===== src/pkg/link_ctrl_map.vh =====
`ifndef LINK_CTRL_MAP_VH
`define LINK_CTRL_MAP_VH

// Register byte offsets.
`define OFS_LINK_GENERAL_CONTROL 12'h004
`define OFS_CYCLE_TIMER 12'h010
`define OFS_INT_STATUS 12'h020
`define OFS_INT_MASK 12'h024

// General control field positions.
`define BIT_PHY_LINK_IF_RESET_REQ 18
`define BIT_STRICT_ISO_FILTER_EN 12
`define BIT_CYCLE_MASTER_EN 11
`define BIT_CYCLE_SOURCE_SEL 10
`define BIT_CYCLE_TIMER_EN 9
`define BIT_TRANSMITTER_READY 6
`define BIT_ROOT 5
`define BIT_NEXT_BUSY_ACK_TYPE 4
`define LSB_LAST_ASYNC_TX_ACK 0
`define W_LAST_ASYNC_TX_ACK 4

// Interrupt status and mask field positions.
`define INT_CYCLE_START_SENT 0
`define INT_ISO_DISCARDED 1
`define INT_PHY_IF_RESET_DONE 2
`define INT_CYCLE_TIMEOUT_STATUS 5
`define W_INT 6

// Cycle timer field layout.
`define LSB_CYCLE_OFFSET 0
`define W_CYCLE_OFFSET 12
`define LSB_CYCLE_COUNT 12
`define W_CYCLE_COUNT 13
`define LSB_CYCLE_SECONDS 25
`define W_CYCLE_SECONDS 7
`define CYCLE_OFFSET_MAX 12'hbff
`define CYCLE_COUNT_MAX 13'h1f3f

// Reset values.
`define RST_CONTROL 32'h0000_0000
`define RST_CYCLE_TIMER 32'h0000_0000
`define RST_INT_MASK 6'h00
`define RST_ACK_CODE 4'h0

`endif


===== src/design/link_control_cycle_timer_ctrl.v =====
`timescale 1ns/1ps
`include "link_ctrl_map.vh"

module link_control_cycle_timer_ctrl (
    input wire pclk,
    input wire presetn,
    input wire psel,
    input wire penable,
    input wire pwrite,
    input wire [11:0] paddr,
    input wire [31:0] pwdata,
    output reg [31:0] prdata,
    output wire pready,
    output wire pslverr,
    input wire external_cycle_input,
    input wire tx_idle,
    input wire phy_root,
    input wire self_id_done,
    input wire busy_b_next,
    input wire ack_valid,
    input wire [3:0] ack_code,
    input wire async_transmit_fifo_sel,
    input wire cycle_timeout_det,
    input wire iso_pkt_valid,
    input wire iso_in_window,
    output reg iso_pkt_accept,
    output reg iso_pkt_discard,
    output reg cycle_start_req,
    output wire phy_link_if_reset_req,
    input wire phy_if_reset_done,
    output wire [31:0] cycle_time,
    output reg irq
);

////////////////////////////////////////////////////////////////////////////////
// Declarations.

reg strict_iso_filter_en_q;
reg cycle_master_en_q;
reg master_blocked_q;
reg cycle_source_sel_q;
reg cycle_timer_en_q;
reg phy_link_if_reset_req_q;
reg transmitter_ready_q;
reg root_q;
reg next_busy_ack_type_q;
reg [`W_LAST_ASYNC_TX_ACK-1:0] last_async_tx_ack_q;
reg [`W_INT-1:0] int_status_q;
reg [`W_INT-1:0] int_status_d;
reg [`W_INT-1:0] int_mask_q;
reg cyc_in_meta_q;
reg cyc_in_sync_q;
reg cyc_in_prev_q;
wire ext_cycle_rise;
wire access;
wire wr_access;
wire rd_access;
wire addr_hit;
wire wr_ctrl;
wire wr_timer;
wire wr_mask;
wire rd_status;
wire count_inc;
wire [31:0] ctrl_value;
wire [`W_INT-1:0] int_events;
wire send_cycle_start;
wire discard_now;

// Reset image of the general control register; the plain control flops take their own bits, the master enable and reset request reset to zero.
localparam [31:0] rst_ctrl = `RST_CONTROL;

////////////////////////////////////////////////////////////////////////////////
// APB decode.

// The slave never stalls, so every access completes in its first access cycle.
assign access = psel & penable;
assign wr_access = access & pwrite;
assign rd_access = access & ~pwrite;
assign addr_hit = (paddr == `OFS_LINK_GENERAL_CONTROL) | (paddr == `OFS_CYCLE_TIMER) |
                  (paddr == `OFS_INT_STATUS) | (paddr == `OFS_INT_MASK);
assign pready = 1'b1;
assign pslverr = access & ~addr_hit; // Unmapped addresses answer with an error.
assign wr_ctrl = wr_access & (paddr == `OFS_LINK_GENERAL_CONTROL);
assign wr_timer = wr_access & (paddr == `OFS_CYCLE_TIMER);
assign wr_mask = wr_access & (paddr == `OFS_INT_MASK);
assign rd_status = rd_access & (paddr == `OFS_INT_STATUS);

////////////////////////////////////////////////////////////////////////////////
// External cycle input synchroniser and edge detect.

// Two flops before use; the edge detector only looks at the second stage.
always @(posedge pclk or negedge presetn) begin
    if (!presetn) begin
        cyc_in_meta_q <= 1'b0;
        cyc_in_sync_q <= 1'b0;
        cyc_in_prev_q <= 1'b0;
    end else begin
        cyc_in_meta_q <= external_cycle_input;
        cyc_in_sync_q <= cyc_in_meta_q;
        cyc_in_prev_q <= cyc_in_sync_q;
    end
end

assign ext_cycle_rise = cyc_in_sync_q & ~cyc_in_prev_q;

////////////////////////////////////////////////////////////////////////////////
// Cycle timer.

cycle_timer_core u_cycle_timer_core (
    .pclk(pclk),
    .presetn(presetn),
    .timer_en(cycle_timer_en_q),
    .source_sel(cycle_source_sel_q),
    .ext_cycle_rise(ext_cycle_rise),
    .wr_en(wr_timer),
    .wr_data(pwdata),
    .timer_value(cycle_time),
    .count_inc(count_inc)
);

////////////////////////////////////////////////////////////////////////////////
// Host writable control bits.

// Plain control bits of the general control register.
always @(posedge pclk or negedge presetn) begin
    if (!presetn) begin
        strict_iso_filter_en_q <= rst_ctrl[`BIT_STRICT_ISO_FILTER_EN];
        cycle_source_sel_q <= rst_ctrl[`BIT_CYCLE_SOURCE_SEL];
        cycle_timer_en_q <= rst_ctrl[`BIT_CYCLE_TIMER_EN];
    end else if (wr_ctrl) begin
        strict_iso_filter_en_q <= pwdata[`BIT_STRICT_ISO_FILTER_EN];
        cycle_source_sel_q <= pwdata[`BIT_CYCLE_SOURCE_SEL];
        cycle_timer_en_q <= pwdata[`BIT_CYCLE_TIMER_EN];
    end
end

// Cycle master enable. A timeout clears it and blocks it; only a written zero
// lifts the block, so a stray rewrite of one cannot restart a faulty master.
always @(posedge pclk or negedge presetn) begin
    if (!presetn) begin
        cycle_master_en_q <= 1'b0;
        master_blocked_q <= 1'b0;
    end else if (cycle_timeout_det) begin
        cycle_master_en_q <= 1'b0;
        master_blocked_q <= 1'b1;
    end else if (wr_ctrl) begin
        if (!pwdata[`BIT_CYCLE_MASTER_EN]) begin
            cycle_master_en_q <= 1'b0;
            master_blocked_q <= 1'b0;
        end else if (!master_blocked_q) begin
            cycle_master_en_q <= 1'b1;
        end
    end
end

// Interface reset request. Completion has priority so the bit cannot stick.
// Software must drain the async queues first; the block does not check that.
always @(posedge pclk or negedge presetn) begin
    if (!presetn) begin
        phy_link_if_reset_req_q <= 1'b0;
    end else if (phy_if_reset_done) begin
        phy_link_if_reset_req_q <= 1'b0;
    end else if (wr_ctrl && pwdata[`BIT_PHY_LINK_IF_RESET_REQ]) begin
        phy_link_if_reset_req_q <= 1'b1;
    end
end

assign phy_link_if_reset_req = phy_link_if_reset_req_q;

////////////////////////////////////////////////////////////////////////////////
// Status capture.

// Live status is registered once so a read sees a stable value.
always @(posedge pclk or negedge presetn) begin
    if (!presetn) begin
        transmitter_ready_q <= 1'b0;
        next_busy_ack_type_q <= 1'b0;
    end else begin
        transmitter_ready_q <= tx_idle;
        next_busy_ack_type_q <= busy_b_next;
    end
end

// Root status changes only when self identification has finished.
always @(posedge pclk or negedge presetn) begin
    if (!presetn) begin
        root_q <= 1'b0;
    end else if (self_id_done) begin
        root_q <= phy_root;
    end
end

// Acks for packets outside the async FIFO path are not recorded.
always @(posedge pclk or negedge presetn) begin
    if (!presetn) begin
        last_async_tx_ack_q <= `RST_ACK_CODE;
    end else if (ack_valid && async_transmit_fifo_sel) begin
        last_async_tx_ack_q <= ack_code;
    end
end

////////////////////////////////////////////////////////////////////////////////
// Cycle start and isochronous filter.

// A cycle start follows every count step while this node is the root master.
assign send_cycle_start = cycle_master_en_q & root_q & count_inc;
assign discard_now = iso_pkt_valid & strict_iso_filter_en_q & ~iso_in_window;

// One-cycle request pulses toward the transmitter and receiver.
always @(posedge pclk or negedge presetn) begin
    if (!presetn) begin
        cycle_start_req <= 1'b0;
        iso_pkt_accept <= 1'b0;
        iso_pkt_discard <= 1'b0;
    end else begin
        cycle_start_req <= send_cycle_start;
        iso_pkt_accept <= iso_pkt_valid & ~discard_now;
        iso_pkt_discard <= discard_now;
    end
end

////////////////////////////////////////////////////////////////////////////////
// Interrupts.

assign int_events = {cycle_timeout_det, 2'b00, phy_if_reset_done, discard_now,
                     send_cycle_start};

// Read clears the sticky bits; an event in the same cycle is kept.
always @* begin
    int_status_d = int_status_q;
    if (rd_status) begin
        int_status_d = {`W_INT{1'b0}};
    end
    int_status_d = int_status_d | int_events;
end

// Sticky status and its mask.
always @(posedge pclk or negedge presetn) begin
    if (!presetn) begin
        int_status_q <= {`W_INT{1'b0}};
        int_mask_q <= `RST_INT_MASK;
    end else begin
        int_status_q <= int_status_d;
        if (wr_mask) begin
            int_mask_q <= pwdata[`W_INT-1:0];
        end
    end
end

// Level interrupt, registered to keep the output glitch free.
always @(posedge pclk or negedge presetn) begin
    if (!presetn) begin
        irq <= 1'b0;
    end else begin
        irq <= |(int_status_d & int_mask_q);
    end
end

////////////////////////////////////////////////////////////////////////////////
// Read data.

assign ctrl_value = {13'h0000, phy_link_if_reset_req_q, 5'h00, strict_iso_filter_en_q,
                     cycle_master_en_q, cycle_source_sel_q, cycle_timer_en_q, 2'b00,
                     transmitter_ready_q, root_q, next_busy_ack_type_q,
                     last_async_tx_ack_q};

// Read data is registered in the setup cycle so it is valid in the access phase.
// Status is taken from its next value: an event in the setup cycle is reported
// here rather than wiped unseen by the clear at the access edge.
always @(posedge pclk or negedge presetn) begin
    if (!presetn) begin
        prdata <= 32'h0000_0000;
    end else if (psel && !penable && !pwrite) begin
        case (paddr)
            `OFS_LINK_GENERAL_CONTROL: prdata <= ctrl_value;
            `OFS_CYCLE_TIMER: prdata <= cycle_time;
            `OFS_INT_STATUS: prdata <= {26'h0000000, int_status_d};
            `OFS_INT_MASK: prdata <= {26'h0000000, int_mask_q};
            default: prdata <= 32'h0000_0000;
        endcase
    end
end

endmodule


===== src/design/cycle_timer_core.v =====
`timescale 1ns/1ps
`include "link_ctrl_map.vh"

module cycle_timer_core (
    input wire pclk,
    input wire presetn,
    input wire timer_en,
    input wire source_sel,
    input wire ext_cycle_rise,
    input wire wr_en,
    input wire [31:0] wr_data,
    output wire [31:0] timer_value,
    output wire count_inc
);

reg [`W_CYCLE_OFFSET-1:0] offset_q;
reg [`W_CYCLE_COUNT-1:0] count_q;
reg [`W_CYCLE_SECONDS-1:0] seconds_q;
reg [`W_CYCLE_OFFSET-1:0] offset_d;
reg [`W_CYCLE_COUNT-1:0] count_d;
reg [`W_CYCLE_SECONDS-1:0] seconds_d;
reg inc_d;
wire offset_wrap;

// Reset image of the whole timer word, split per field at reset.
localparam [31:0] rst_timer = `RST_CYCLE_TIMER;

////////////////////////////////////////////////////////////////////////////////

assign offset_wrap = (offset_q == `CYCLE_OFFSET_MAX);

// Next timer value; a host write always wins so the register doubles as scratch storage.
always @* begin
    offset_d = offset_q;
    count_d = count_q;
    seconds_d = seconds_q;
    inc_d = 1'b0;
    if (wr_en) begin
        offset_d = wr_data[`LSB_CYCLE_OFFSET +: `W_CYCLE_OFFSET];
        count_d = wr_data[`LSB_CYCLE_COUNT +: `W_CYCLE_COUNT];
        seconds_d = wr_data[`LSB_CYCLE_SECONDS +: `W_CYCLE_SECONDS];
    end else if (timer_en) begin
        if (source_sel) begin
            if (ext_cycle_rise) begin
                offset_d = {`W_CYCLE_OFFSET{1'b0}};
                inc_d = 1'b1;
            end else if (!offset_wrap) begin
                offset_d = offset_q + 1'b1;
            end
        end else begin
            if (offset_wrap) begin
                offset_d = {`W_CYCLE_OFFSET{1'b0}};
                inc_d = 1'b1;
            end else begin
                offset_d = offset_q + 1'b1;
            end
        end
        if (inc_d) begin
            if (count_q == `CYCLE_COUNT_MAX) begin
                count_d = {`W_CYCLE_COUNT{1'b0}};
                seconds_d = seconds_q + 1'b1;
            end else begin
                count_d = count_q + 1'b1;
            end
        end
    end
end

// Timer state.
always @(posedge pclk or negedge presetn) begin
    if (!presetn) begin
        offset_q <= rst_timer[`LSB_CYCLE_OFFSET +: `W_CYCLE_OFFSET];
        count_q <= rst_timer[`LSB_CYCLE_COUNT +: `W_CYCLE_COUNT];
        seconds_q <= rst_timer[`LSB_CYCLE_SECONDS +: `W_CYCLE_SECONDS];
    end else begin
        offset_q <= offset_d;
        count_q <= count_d;
        seconds_q <= seconds_d;
    end
end

assign timer_value = {seconds_q, count_q, offset_q};
assign count_inc = inc_d;

endmodule


===== config.mk =====
export PLATFORM = sky130hd
export DESIGN_NAME = link_control_cycle_timer_ctrl
export DESIGN_NICKNAME = d
export VERILOG_FILES = /design/src/design/link_control_cycle_timer_ctrl.v /design/src/design/cycle_timer_core.v
export VERILOG_INCLUDE_DIRS = /design/src /design/src/pkg
export SDC_FILE = /design/constraint.sdc
export NUM_CORES = 1
export LEC_CHECK = 0
export ABC_AREA = 0
export ABC_CLOCK_PERIOD_IN_PS = 2350
export BUFFER_PORTS_ARGS = -buffer_cell sky130_fd_sc_hd__buf_4
export CORE_ASPECT_RATIO = 0.5
export CORE_MARGIN = 8
export CORE_UTILIZATION = 47
export CTS_CLUSTER_DIAMETER = 120
export DETAILED_ROUTE_END_ITERATION = 6
export PLACE_DENSITY_LB_ADDON = 0.12
export SYNTH_ARGS = -nofsm -noshare
export SYNTH_HDL_FRONTEND = slang
export SYNTH_SLANG_ARGS = --single-unit

===== constraint.sdc =====
create_clock -name pclk -period 2.35 [get_ports pclk]
set_input_delay 0.1175 -clock pclk [delete_from_list [all_inputs] [get_ports pclk]]
set_output_delay 0.1175 -clock pclk [all_outputs]
set_load 0.02 [all_outputs]

=== Word level (Yosys, flattened, before mapping) ===
Index checks and enable logic that the tools add are counted.

* Add/subtract/negate cells: 3
* Equal/unequal tests: 9
* Muxes and demuxes: 32
* Bitwise operators: 24
* Reductions and logical operators: 17

{| class="wikitable"
|+ Operator list
! operator !! count
|-
| $pmux W32 S4 || 1
|-
| $mux W12 || 6
|-
| $mux W13 || 4
|-
| $mux W7 || 4
|-
| $eq A12 B6 Y1 const B || 2
|-
| $mux W1 || 16
|-
| $and A1 B1 Y1 || 14
|-
| $add A13 B1 Y13 const B || 1
|-
| $eq A13 B13 Y1 const B || 1
|-
| $add A12 B1 Y12 const B || 1
|-
| $eq A12 B12 Y1 const B || 1
|-
| $eq A12 B3 Y1 const B || 1
|-
| $eq A12 B5 Y1 const B || 1
|-
| $reduce_bool A2 Y1 || 5
|-
| $reduce_and A2 Y1 || 4
|-
| $add A7 B1 Y7 const B || 1
|-
| $and A6 B6 Y6 || 1
|-
| $mux W6 || 1
|-
| $or A6 B6 Y6 || 1
|-
| $reduce_or A6 Y1 || 1
|-
| $not A1 Y1 || 5
|-
| $logic_and A1 B1 Y1 || 4
|-
| $ne A4 B3 Y1 const B || 1
|-
| $ne A3 B3 Y1 const B || 1
|-
| 4 further kinds || 7
|}

* Flip-flop bits (word level): 96
* Bits of input ports: 64
* Output and inout bits: 71

=== Logic depth before layout (Yosys ltp) ===
Gate-level depths: netlist of the first run.

* Word-level depth: 12
* Depth in mapped cells: 7

=== Cells and area by module ===
Synthesis of the first run repeated with hierarchy kept, for this count alone.

* Cell total of the unflattened synthesis: 507
* Area total of the unflattened synthesis: 4929.7 um^2

{| class="wikitable"
|+ By module, submodules not included
! module !! instances !! cells an instance !! area an instance (um^2) !! sequential area each (um^2)
|-
| link_control_cycle_timer_ctrl || 1 || 268 || 2815.2 || 1601.5
|-
| cycle_timer_core || 1 || 239 || 2114.5 || 800.8
|}

=== Worst setup path before layout of the first run ===
Ideal clock, no wire load.

* Kind: reg-to-reg
* Start: register u_cycle_timer_core.offset_q[0]
* End: register u_cycle_timer_core.seconds_q[5]
* Library setup time: 0.082 ns
* Data arrival time: 2.339 ns
* Path slack: -0.071 ns
* Stages on the path, launching flop included: 7
* Buffers on the path: 0
* Clock period less this slack: 2.421 ns
* Cells stage by stage: dfrtp_1 -> ha_1 -> nand3_2 -> o41ai_4 -> nand3_1 -> or4_1 -> a31oi_1

* Word-level cells in the longest chain between the ends: 7

{| class="wikitable"
|+ Ends and longest elaborated chain
! element !! line !! RTL
|-
| start: declaration || cycle_timer_core.v:16 || <nowiki>reg [`W_CYCLE_OFFSET-1:0] offset_q;</nowiki>
|-
| start signal: assignment || cycle_timer_core.v:72 || <nowiki>offset_q <= rst_timer[`LSB_CYCLE_OFFSET +: `W_CYCLE_OFFSET];</nowiki>
|-
| start signal: assignment || cycle_timer_core.v:76 || <nowiki>offset_q <= offset_d;</nowiki>
|-
| $eq A12 B12 Y1 (no line) || -- ||
|-
| $mux W1 || cycle_timer_core.v:51 || <nowiki>if (offset_wrap) begin</nowiki>
|-
| $mux W1 || cycle_timer_core.v:43 || <nowiki>if (source_sel) begin</nowiki>
|-
| $mux W1 || cycle_timer_core.v:42 || <nowiki>end else if (timer_en) begin</nowiki>
|-
| $mux W1 || cycle_timer_core.v:38 || <nowiki>if (wr_en) begin</nowiki>
|-
| $reduce_bool A2 Y1 (no line) || -- ||
|-
| $reduce_and A3 Y1 (no line) || -- ||
|-
| end signal: assignment || cycle_timer_core.v:74 || <nowiki>seconds_q <= rst_timer[`LSB_CYCLE_SECONDS +: `W_CYCLE_SECONDS];</nowiki>
|-
| end signal: assignment || cycle_timer_core.v:78 || <nowiki>seconds_q <= seconds_d;</nowiki>
|-
| end: declaration || cycle_timer_core.v:18 || <nowiki>reg [`W_CYCLE_SECONDS-1:0] seconds_q;</nowiki>
|}

Every way passes these cells. The select of a mux whose other input is x is not followed.
A chain may end at the register's enable or synchronous reset.

=== Worst setup path in the final report of the first run ===
* Start: register u_cycle_timer_core.offset_q[1]
* End: register u_cycle_timer_core.count_q[6]

* Word-level cells in the longest chain between the ends: 7

{| class="wikitable"
|+ Ends and longest elaborated chain
! element !! line !! RTL
|-
| $eq A12 B12 Y1 (no line) || -- ||
|-
| $mux W1 || cycle_timer_core.v:51 ||
|-
| $mux W1 || cycle_timer_core.v:43 ||
|-
| $mux W1 || cycle_timer_core.v:42 ||
|-
| $mux W1 || cycle_timer_core.v:38 ||
|-
| $reduce_bool A2 Y1 (no line) || -- ||
|-
| $reduce_and A2 Y1 (no line) || -- ||
|-
| end signal: assignment || cycle_timer_core.v:73 || <nowiki>count_q <= rst_timer[`LSB_CYCLE_COUNT +: `W_CYCLE_COUNT];</nowiki>
|-
| end signal: assignment || cycle_timer_core.v:77 || <nowiki>count_q <= count_d;</nowiki>
|-
| end: declaration || cycle_timer_core.v:17 || <nowiki>reg [`W_CYCLE_COUNT-1:0] count_q;</nowiki>
|}

Every way passes these cells. The select of a mux whose other input is x is not followed.

==> qor.csv, run 1 <==
metric;value;unit
vias in the first global route;4692;
CTS Sinks;96;
worst-skew pair later-pin latency;0.34;ns
vias per cell;5.63;
NetSw;0.000787;W
1st-iter DRT viols;290;
internal power;0.00257;W
final core utilization;66.4;%
MaxCap Viol Count;0;
die height;87.8;um
unrepaired setup endpoints after global routing;true;
Worst path slowest cell;o41a_1;
Rows;26;
pre-CTS WS;0.0620;ns
crit-path cells;ha_2 -> nand3_2 -> o41a_1 -> or4_4 -> mux2i_1 -> o21ai_0;
GRT Residual Overflow;0;
DRC Markers;0;
Synth async-reset ratio;100;%
CTS Buffer Depth;2;
Clk pwr share;41.1;%
leakage power;3.07;nW
PortBufs;133;
Num CTS Buffers;9;
antenna violations before repair;0;
wire per inst;18.2;um
hold_sp;ack_code[1];
CP Launch Point;u_cycle_timer_core.offset_q[1]$_DFFE_PN0P_;
commonest cells after routing, fill and taps aside;buf_4, dfrtp_1, nand2_1;
largest net degree at the start of global routing;53;
critical path class;flop to flop;
final period utilization;95.3;%
met1 Use GR;26.9;%
Switching Fraction;23.5;%
die width;160;um
CP peak stage delay;0.60;ns
Final nets;758;
met2 usage;37.4;%
Worst EP required;2.57;ns
Ys Warns;0;
number of enable flip-flop cells after synthesis;0;
Finish-stage setup viols;0;
most common cell after layout, fill and taps aside;buf_4;
Top Usage Layer GRT;met2;
number of antenna-violating nets in the routed design;0;
Synth Flop Type;dfrtp_1;
mean area per synthesized cell;9.42;um^2
Final Hold Viols;0;
GRT Total Usage;21.9;%
Seq pwr share;50.5;%
Fmax achieved;446;MHz
sequential share of the synthesized area;49.5;%
share of layout cells above drive strength 1;32.5;%
P&R area growth vs syn;38.5;%
Reg2Reg Launch Point;u_cycle_timer_core.offset_q[1]$_DFFE_PN0P_;
Pins Over Slew Limit;0;
CP arrival;2.46;ns
ant diodes;0;
TritonCTS clock tree;yes;
VDD IR max;0.000296;V
area of the mapped netlist;4850;um^2
via count;4708;
CTS Root Cell;clkbuf_16;
final setup skew;0.00443;ns
starting density of the core;48.0;%
HP Class;primary input to flop;
DRT Pass-1 Iters;5;
Crit. End Element;flop;
DP HPWL;11300;um
Worst Tran Pin Value;0.694;ns
combinational share of power;8.4;%
IO Count;135;
final instance area;6720;um^2
DIE AREA;14000;um^2
status;completed;
crit path launch type;flop;
Synth Register Bits;96;
placed inst area;6240;um^2
Mapped Cells;515;
post-synth cell types;64;
Pwr Density;499;nW/um^2
CP max FO;8;
Reg clk slew, reported paths;0.07;ns
Synth Net Count;582;
global-route wire length before repair;24600;um
GP Congestion;0.894;
core area;10100;um^2
routing usage on met3;6.24;%
WL final;15200;um
Final WS setup;0.110;ns
Tmin final;2.24;ns
slew margin rel.;53.7;%
H-tree levels;3;
[area by class of cell]
type	instances	area [um^2]
inverter	3	11.3
clock inverter	5	32.5
fill	862	3400
timing repair buffer	192	1510
multi-input combinational	389	2340
tap	140	175
clock buffer	11	243
sequential	96	2400
[sequential cells by signal, summed over array words and instances (netlist names), 4 cells and up]
signal and flops:
int_mask_q 6, int_status_q 6, last_async_tx_ack_q 4, prdata 32, u_cycle_timer_core.count_q 13, u_cycle_timer_core.offset_q 12, u_cycle_timer_core.seconds_q 7
[path summary, 6_finish.rpt]
kind	end	slack (ns)	depth (start not counted)
setup / recovery	u_cycle_timer_core.count_q[6]$_DFFE_PN0P_	0.11	6
hold / removal	last_async_tx_ack_q[1]$_DFFE_PN0P_	0.007	2
setup reg to reg	u_cycle_timer_core.count_q[6]$_DFFE_PN0P_	0.11	6
hold reg to reg	cyc_in_sync_q$_DFF_PN0_	0.36	0
max in group asynchronous	prdata[25]$_DFFE_PN0P_	1.36	3
min in group asynchronous	iso_pkt_discard$_DFF_PN0_	0.36	2
[power by group through the flow]
stage | Combinational (W) | Sequential [W] | Clock [W]
after global routing | 0.000307 | 0.00169 | 0.00147
after floorplan | 0.0000732 | 0.00173 | 0
final | 0.000282 | 0.00169 | 0.00138
after global placement | 0.000255 | 0.00172 | 0
after CTS | 0.000284 | 0.00169 | 0.00140
after detailed placement | 0.000258 | 0.00172 | 0
[logic make-up after synthesis]
family / count (synthesis) / synth area share [%]
simple gates: 244 / 25.1
compound gates: 112 / 15.4
flops: 96 / 49.5
buf+inv: 30 / 2.73
mux: 23 / 5.34
xor+xnor: 6 / 1.08
fa+ha+maj: 3 / 0.774
other cells: 1 / 0.0773
[per-layer routing]
layer | share of wire (%) | up-vias
met1 | 43 | 2289
li1 | - | 2234
met5 | 0 | -
met3 | 6.9 | 25
met4 | 1.6 | 0
met2 | 49 | 160
[cell usage after synthesis (all sizes together) (6+ instances only)]
cell type  count  area [um^2]
a21oi         18         90.1
a22oi          8         60.1
a31oi         17          106
and3           6         37.5
buf            6         42.5
clkbuf        21         78.8
dfrtp         96         2400
mux2          14          169
mux2i          9         90.1
nand2         88          330
nand3         36          185
nand4         10         68.8
nor2          44          165
nor3          15         75.1
nor4           8         80.1
o21ai         32          160
or4           10         82.6
[critical path: cells and delay by family (launching register included)]
kind,cells,cell delay (ns)
AOI/OAI and AO/OA,2,0.68
adders and majority gates,1,0.21
DFF,1,0.37
muxes,1,0.14
and+or+nand+nor,2,0.71
[metrics by stage]
| stage | setup TNS [ns] | cells | hold WS (ns) | power [W] |
|---|---|---|---|---|
| finish | 0 | 836 | 0.00749 | 0.00335 |
| global route | -0.0198 | 836 | 0.00245 | 0.00347 |
| CTS | 0 | 836 | 0.00234 | 0.00338 |
| detailed placement | 0 | 801 | 0.205 | 0.00198 |
| global placement | 0 | 801 | 0.203 | 0.00198 |
| floorplan | -0.00802 | 515 | -0.178 | 0.00180 |
[repair_timing]
| action | CTS | global route |
|---|---|---|
| hold buffers | 19 | 0 |
| gates resized for setup | 0 | 3 |
| endpoints found under the setup margin | 0 | 3 |
| buffers inserted | 0 | 0 |
| hold endpoints to repair | 68 | 0 |
Note: power is estimated with default switching activity, not from simulation.
==> run 2, diff against run 1 <==
--- a/config.mk
+++ b/config.mk
@@ -14,7 +14,7 @@
 export CORE_UTILIZATION = 47
 export CTS_CLUSTER_DIAMETER = 120
 export DETAILED_ROUTE_END_ITERATION = 6
-export PLACE_DENSITY_LB_ADDON = 0.12
+export PLACE_DENSITY_LB_ADDON = 0.08
 export SYNTH_ARGS = -nofsm -noshare
 export SYNTH_HDL_FRONTEND = slang
 export SYNTH_SLANG_ARGS = --single-unit
==> qor.csv, run 2 (same netlist as run 1, synthesis figures left out) <==
metric;value;unit;change
DRT Pass-1 Iters;4;;-1
GRT Residual Overflow;0;;unchanged
vias in the first global route;4777;;+1.8%
Fmax achieved;456;MHz;+2.1%
Final Hold Viols;0;;unchanged
worst hold stages;2;;unchanged
Tmin final;2.19;ns;-0.0464 ns
Finish-stage setup viols;0;;unchanged
CP max FO;5;;-3
GRT Total Usage;21.7;%;-0.18 points
Rows;26;;unchanged
unrepaired setup endpoints after global routing;false;;
leakage power;3.10;nW;+0.91%
Worst path slowest cell;o41a_1;;
Total Neg Setup Slack;0;ns;unchanged
max reg flops;32;;unchanged
share of layout cells above drive strength 1;32.8;%;+0.34 points
slew margin rel.;57.8;%;+4.1 points
Met1 Wirelength;6620;um;+1.2%
PortBufs;133;;unchanged
P&R area growth vs syn;39.5;%;
GP Congestion;0.874;;-2.3%
CP arrival;2.47;ns;about the same
crit path launch type;flop;;
H-tree levels;3;;unchanged
most common cell after layout, fill and taps aside;buf_4;;
pre-CTS WS;0.104;ns;+0.0425 ns
ant diodes;0;;unchanged
number of antenna-violating nets in the routed design;0;;unchanged
DRC Markers;0;;unchanged
via count;4720;;+0.25%
CP peak stage delay;0.53;ns;-0.07 ns
final instance area;6770;um^2;+0.74%
final period utilization;93.3;%;-2.0 points
die height;87.8;um;unchanged
crit-path cells;ha_1 -> nand3_2 -> o41a_1 -> a2111oi_2 -> buf_4 -> o21ba_2 -> o22a_1;;
status;completed;;
CTS Buffer Depth;2;;unchanged
metal3 WL;1040;um;-1.4%
Num CTS Buffers;9;;unchanged
combinational share of power;8.2;%;-0.2 points
Worst Tran Pin Value;0.627;ns;-0.0673 ns
die width;160;um;unchanged
TritonCTS clock tree;yes;;
1st-iter DRT viols;206;;-29%
starting density of the core;48.0;%;unchanged
# fillers;863;;+0.12%
Pins Over Slew Limit;0;;unchanged
internal power;0.00264;W;+2.9%
DP HPWL;11300;um;about the same
worst-skew pair later-pin latency;0.34;ns;about the same
critical path class;flop to flop;;
Crit. End Element;flop;;
commonest cells after routing, fill and taps aside;buf_4, dfrtp_1, nand2_1;;
CTS Root Cell;clkbuf_16;;
CTS Sinks;96;;unchanged
largest net degree at the start of global routing;41;;-23%
wire per inst;17.9;um;-2.0%
final setup skew;0.00528;ns;+0.000850 ns
Clk pwr share;42.3;%;+1.2 points
NetSw;0.000775;W;-1.4%
Final WS setup;0.156;ns;+0.0464 ns
global-route wire length before repair;24600;um;about the same
Switching Fraction;22.7;%;-0.77 points
Largest regs;prdata x32, u_cycle_timer_core.count_q x13, u_cycle_timer_core.offset_q x12;;
vias per cell;5.61;;-0.34%
top sig layer;met4;;
HP Class;primary input to flop;;
Worst EP required;2.63;ns;+0.06 ns
Reg clk slew, reported paths;0.06;ns;about the same
Seq pwr share;49.6;%;-0.9 points
wire length on met2;7060;um;-4.7%
Pwr Density;505;nW/um^2;+1.1%
DIE AREA;14000;um^2;unchanged
Top reg by flops;prdata;;
WL final;15000;um;-1.4%
core area;10100;um^2;unchanged
final core utilization;66.9;%;+0.49 points
IO Count;135;;unchanged
placed inst area;6240;um^2;about the same
antenna violations before repair;0;;unchanged
VDD IR max;0.000429;V;+45%
final hold slack;0.00847;ns;+0.000980 ns
MaxCap Viol Count;0;;unchanged
R2R depth;7;;+1
Final nets;764;;+0.79%
-- run 2: power by group through the flow --
stage                     sequential [W]  clock, W  combinational (W)
after CTS                        0.00169   0.00148           0.000282
after global routing             0.00170   0.00154           0.000304
final                            0.00169   0.00144           0.000279
after floorplan                  0.00173         0          0.0000732
after global placement           0.00172         0           0.000253
after detailed placement         0.00172         0           0.000255
-- run 2: metal layers --
layer	up-vias	track usage (%)
li1	2242	-
met1	2281	27.1
met2	168	36.3
met3	29	5.58
met4	0	7.99
met5	-	0
-- run 2: repair_timing --
item | in CTS | in global routing
buffers inserted | 0 | 3
gates resized for setup | 0 | 3
setup endpoints to repair | 0 | 7
hold buffers | 20 | 0
hold endpoints to repair | 57 | 0
-- run 2: cell type report --
cell class	count	area (um^2)	share of cell area (%)
Multi-Input combinational cell	389	2340	34.6
Sequential cell	96	2400	35.5
Tap cell	140	175	2.59
Timing Repair Buffer	198	1550	22.9
Inverter	3	11.3	0.166
Clock inverter	5	58.8	0.869
Clock buffer	10	229	3.38
-- run 2: worst paths after layout --
kind	start	end	slack [ns]
worst min register to register	cyc_in_meta_q$_DFF_PN0_	cyc_in_sync_q$_DFF_PN0_	0.36
worst max-delay path	u_cycle_timer_core.offset_q[0]$_DFFE_PN0P_	prdata[0]$_DFFE_PN0P_	0.16
max in group asynchronous	presetn	prdata[17]$_DFFE_PN0P_	1.35
worst max register to register	u_cycle_timer_core.offset_q[0]$_DFFE_PN0P_	prdata[0]$_DFFE_PN0P_	0.16
min in group asynchronous	presetn	iso_pkt_discard$_DFF_PN0_	0.30
worst min-delay path	iso_pkt_valid	iso_pkt_accept$_DFF_PN0_	0.008
-- run 2: through the flow --
step           total power [W]  cells
5_1_grt                0.00354    841
3_3_place_gp           0.00198    803
6_report               0.00342    841
2_1_floorplan          0.00180    515
4_1_cts                0.00346    838
3_5_place_dp           0.00198    803
-- run 2: worst max-delay path: cells and delay by family, from the launching register on --
family          cells  cell delay [ns]
compound gates      4             1.22
flops               1             0.36
buf+inv             1             0.22
fa+ha+maj           1             0.20
simple gates        1             0.14
==> run 3, diff against run 2 <==
--- a/config.mk
+++ b/config.mk
@@ -8,12 +8,12 @@
 export LEC_CHECK = 0
 export ABC_AREA = 0
 export ABC_CLOCK_PERIOD_IN_PS = 2350
-export BUFFER_PORTS_ARGS = -buffer_cell sky130_fd_sc_hd__buf_4
 export CORE_ASPECT_RATIO = 0.5
 export CORE_MARGIN = 8
-export CORE_UTILIZATION = 47
+export CORE_UTILIZATION = 57
 export CTS_CLUSTER_DIAMETER = 120
 export DETAILED_ROUTE_END_ITERATION = 6
+export DONT_BUFFER_PORTS = 1
 export PLACE_DENSITY_LB_ADDON = 0.08
 export SYNTH_ARGS = -nofsm -noshare
 export SYNTH_HDL_FRONTEND = slang
==> qor.csv, run 3 (same netlist as run 1, synthesis figures left out) <==
metric;value;unit;change
status;finished with violations;;
violated checks;negative hold slack;;
Worst Tran Pin Value;0.637;ns;+0.0103 ns
Top reg by flops;prdata;;
die height;81.2;um;-7.5%
Final Hold Viols;96;;+96
ant diodes;0;;unchanged
R2R Setup Slk;0.13;ns;-0.02 ns
final setup skew;0.00592;ns;+0.000632 ns
CP max FO;7;;+2
HP Class;primary input to asynchronous set/reset pin;;
global-route wire length before repair;23400;um;-5.0%
Fmax achieved;451;MHz;-1.0%
Power, Total;0.00337;W;-1.3%
slew margin rel.;57.4;%;-0.40 points
core area;8140;um^2;-20%
hold buffer count at cts;43;;+110%
Switching Fraction;21.5;%;-1.2 points
IO Count;135;;unchanged
GRT Residual Overflow;0;;unchanged
combinational share of power;4.7;%;-3.5 points
Largest regs;prdata x32, u_cycle_timer_core.count_q x13, u_cycle_timer_core.offset_q x12;;
die width;146;um;-8.3%
Crit. End Element;flop;;
via count;4366;;-7.5%
PortBufs;0;;-100%
max reg flops;32;;unchanged
CTS Buffer Depth;2;;unchanged
vias per cell;6.19;;+10%
1st-iter DRT viols;297;;+44%
CTS Root Cell;clkbuf_16;;
final hold slack;-0.536;ns;-0.545 ns
PostCTS Resize Cnt;0;;unchanged
Final nets;655;;-14%
final period utilization;94.3;%;+0.97 points
Clk pwr share;44.8;%;+2.5 points
Finish-stage setup viols;0;;unchanged
Tmin final;2.22;ns;+0.0227 ns
starting density of the core;59.6;%;+12 points
largest net degree at the start of global routing;97;;+140%
GP Congestion;0.892;;+2.1%
Rows;23;;-12%
Seq pwr share;50.5;%;+0.9 points
Pins Over Slew Limit;0;;unchanged
FF/Latch Area;2400;um^2;unchanged
wire per inst;20.4;um;+14%
share of layout cells above drive strength 1;16.2;%;-17 points
multi-input logic area;2330;um^2;-0.64%
Total Neg Setup Slack;0;ns;unchanged
crit path launch type;flop;;
internal power;0.00265;W;+0.26%
GRT Total Usage;24.6;%;+2.9 points
Pwr Density;565;nW/um^2;+12%
DRT Pass-1 Iters;5;;+1
worst-skew pair later-pin latency;0.35;ns;about the same
CP arrival;2.49;ns;+0.02 ns
WL final;14400;um;-4.4%
TritonCTS clock tree;yes;;
vias in the first global route;4369;;-8.5%
Num CTS Buffers;9;;unchanged
leakage power;2.55;nW;-18%
P&R area growth vs syn;23.0;%;
number of antenna-violating nets in the routed design;0;;unchanged
unrepaired setup endpoints after global routing;true;;
Worst EP required;2.62;ns;about the same
NetSw;0.000724;W;-6.6%
DRC Markers;0;;unchanged
antenna violations before repair;0;;unchanged
most common cell after layout, fill and taps aside;dfrtp_1;;
H-tree levels;3;;unchanged
commonest cells after routing, fill and taps aside;dfrtp_1, nand2_1, buf_4;;
Reg clk slew, reported paths;0.07;ns;about the same
CTS Sinks;96;;unchanged
VDD IR max;0.000362;V;-16%
critical path class;flop to flop;;
DIE AREA;11900;um^2;-15%
# fillers;589;;-32%
MaxCap Viol Count;0;;unchanged
DP HPWL;10300;um;-8.7%
## run 3: layout make-up
type                            count  share of cell area [%]
Sequential cell                    96                    40.3
Inverter                            3                   0.189
Clock inverter                      4                   0.881
Tap cell                          112                    2.35
Clock buffer                       12                    4.30
Timing Repair Buffer               89                    13.0
Multi-Input combinational cell    389                    39.0
## run 3: metrics by stage
step                      hold slack, ns  setup WS, ns  std cells  cell area [um^2]  util (%)
after floorplan                   -0.178      -0.00802        515              4870         -
after global placement            -0.176         0.155        644              5210      64.0
after detailed placement          -0.176        0.0954        644              5210      64.0
after CTS                         -0.543        0.0927        703              5950      73.1
after global routing              -0.545     -0.000997        705              5970      73.3
final                             -0.536         0.134        705              5970      73.3
## run 3: worst max-delay path, cell delays in order (launching register included)
cell      delay (ns)
dfrtp_1         0.37
nand4b_1        0.27
o41ai_4         0.58
nand3_2         0.24
or4_1           0.50
a31oi_1         0.17
## run 3: path summary, 6_finish.rpt
path,startpoint,endpoint,depth (start not counted)
setup reg to reg,u_cycle_timer_core.offset_q[10]$_DFFE_PN0P_,u_cycle_timer_core.seconds_q[5]$_DFFE_PN0P_,5
max in group asynchronous,presetn,u_cycle_timer_core.count_q[7]$_DFFE_PN0P_,0
hold / removal,presetn,int_status_q[1]$_DFF_PN0_,0
hold reg to reg,cyc_in_meta_q$_DFF_PN0_,cyc_in_sync_q$_DFF_PN0_,0
min in group pclk,pwdata[24],u_cycle_timer_core.count_q[12]$_DFFE_PN0P_,3
setup / recovery,u_cycle_timer_core.offset_q[10]$_DFFE_PN0P_,u_cycle_timer_core.seconds_q[5]$_DFFE_PN0P_,5
## run 3: power by group through the flow
stage / Combinational, W / Clock, W / Sequential, W
final: 0.000159 / 0.00151 / 0.00170
after global routing: 0.000170 / 0.00159 / 0.00171
after CTS: 0.000156 / 0.00153 / 0.00170
after detailed placement: 0.0000914 / 0 / 0.00173
after global placement: 0.0000902 / 0 / 0.00173
after floorplan: 0.0000732 / 0 / 0.00173
## run 3: metal layers
layer | GRT usage (%) | vias to the layer above | share of wire [%]
li1 | - | 2022 | -
met2 | 39.9 | 199 | 46
met4 | 8.26 | 0 | 1.9
met1 | 30.2 | 2116 | 42
met3 | 9.48 | 29 | 10
met5 | 0 | - | 0
## run 3: repair_timing
action                                 4_1_cts  5_1_grt
setup endpoints to repair                    0        2
setup buffers                                0        2
endpoints found under the hold margin      149       96
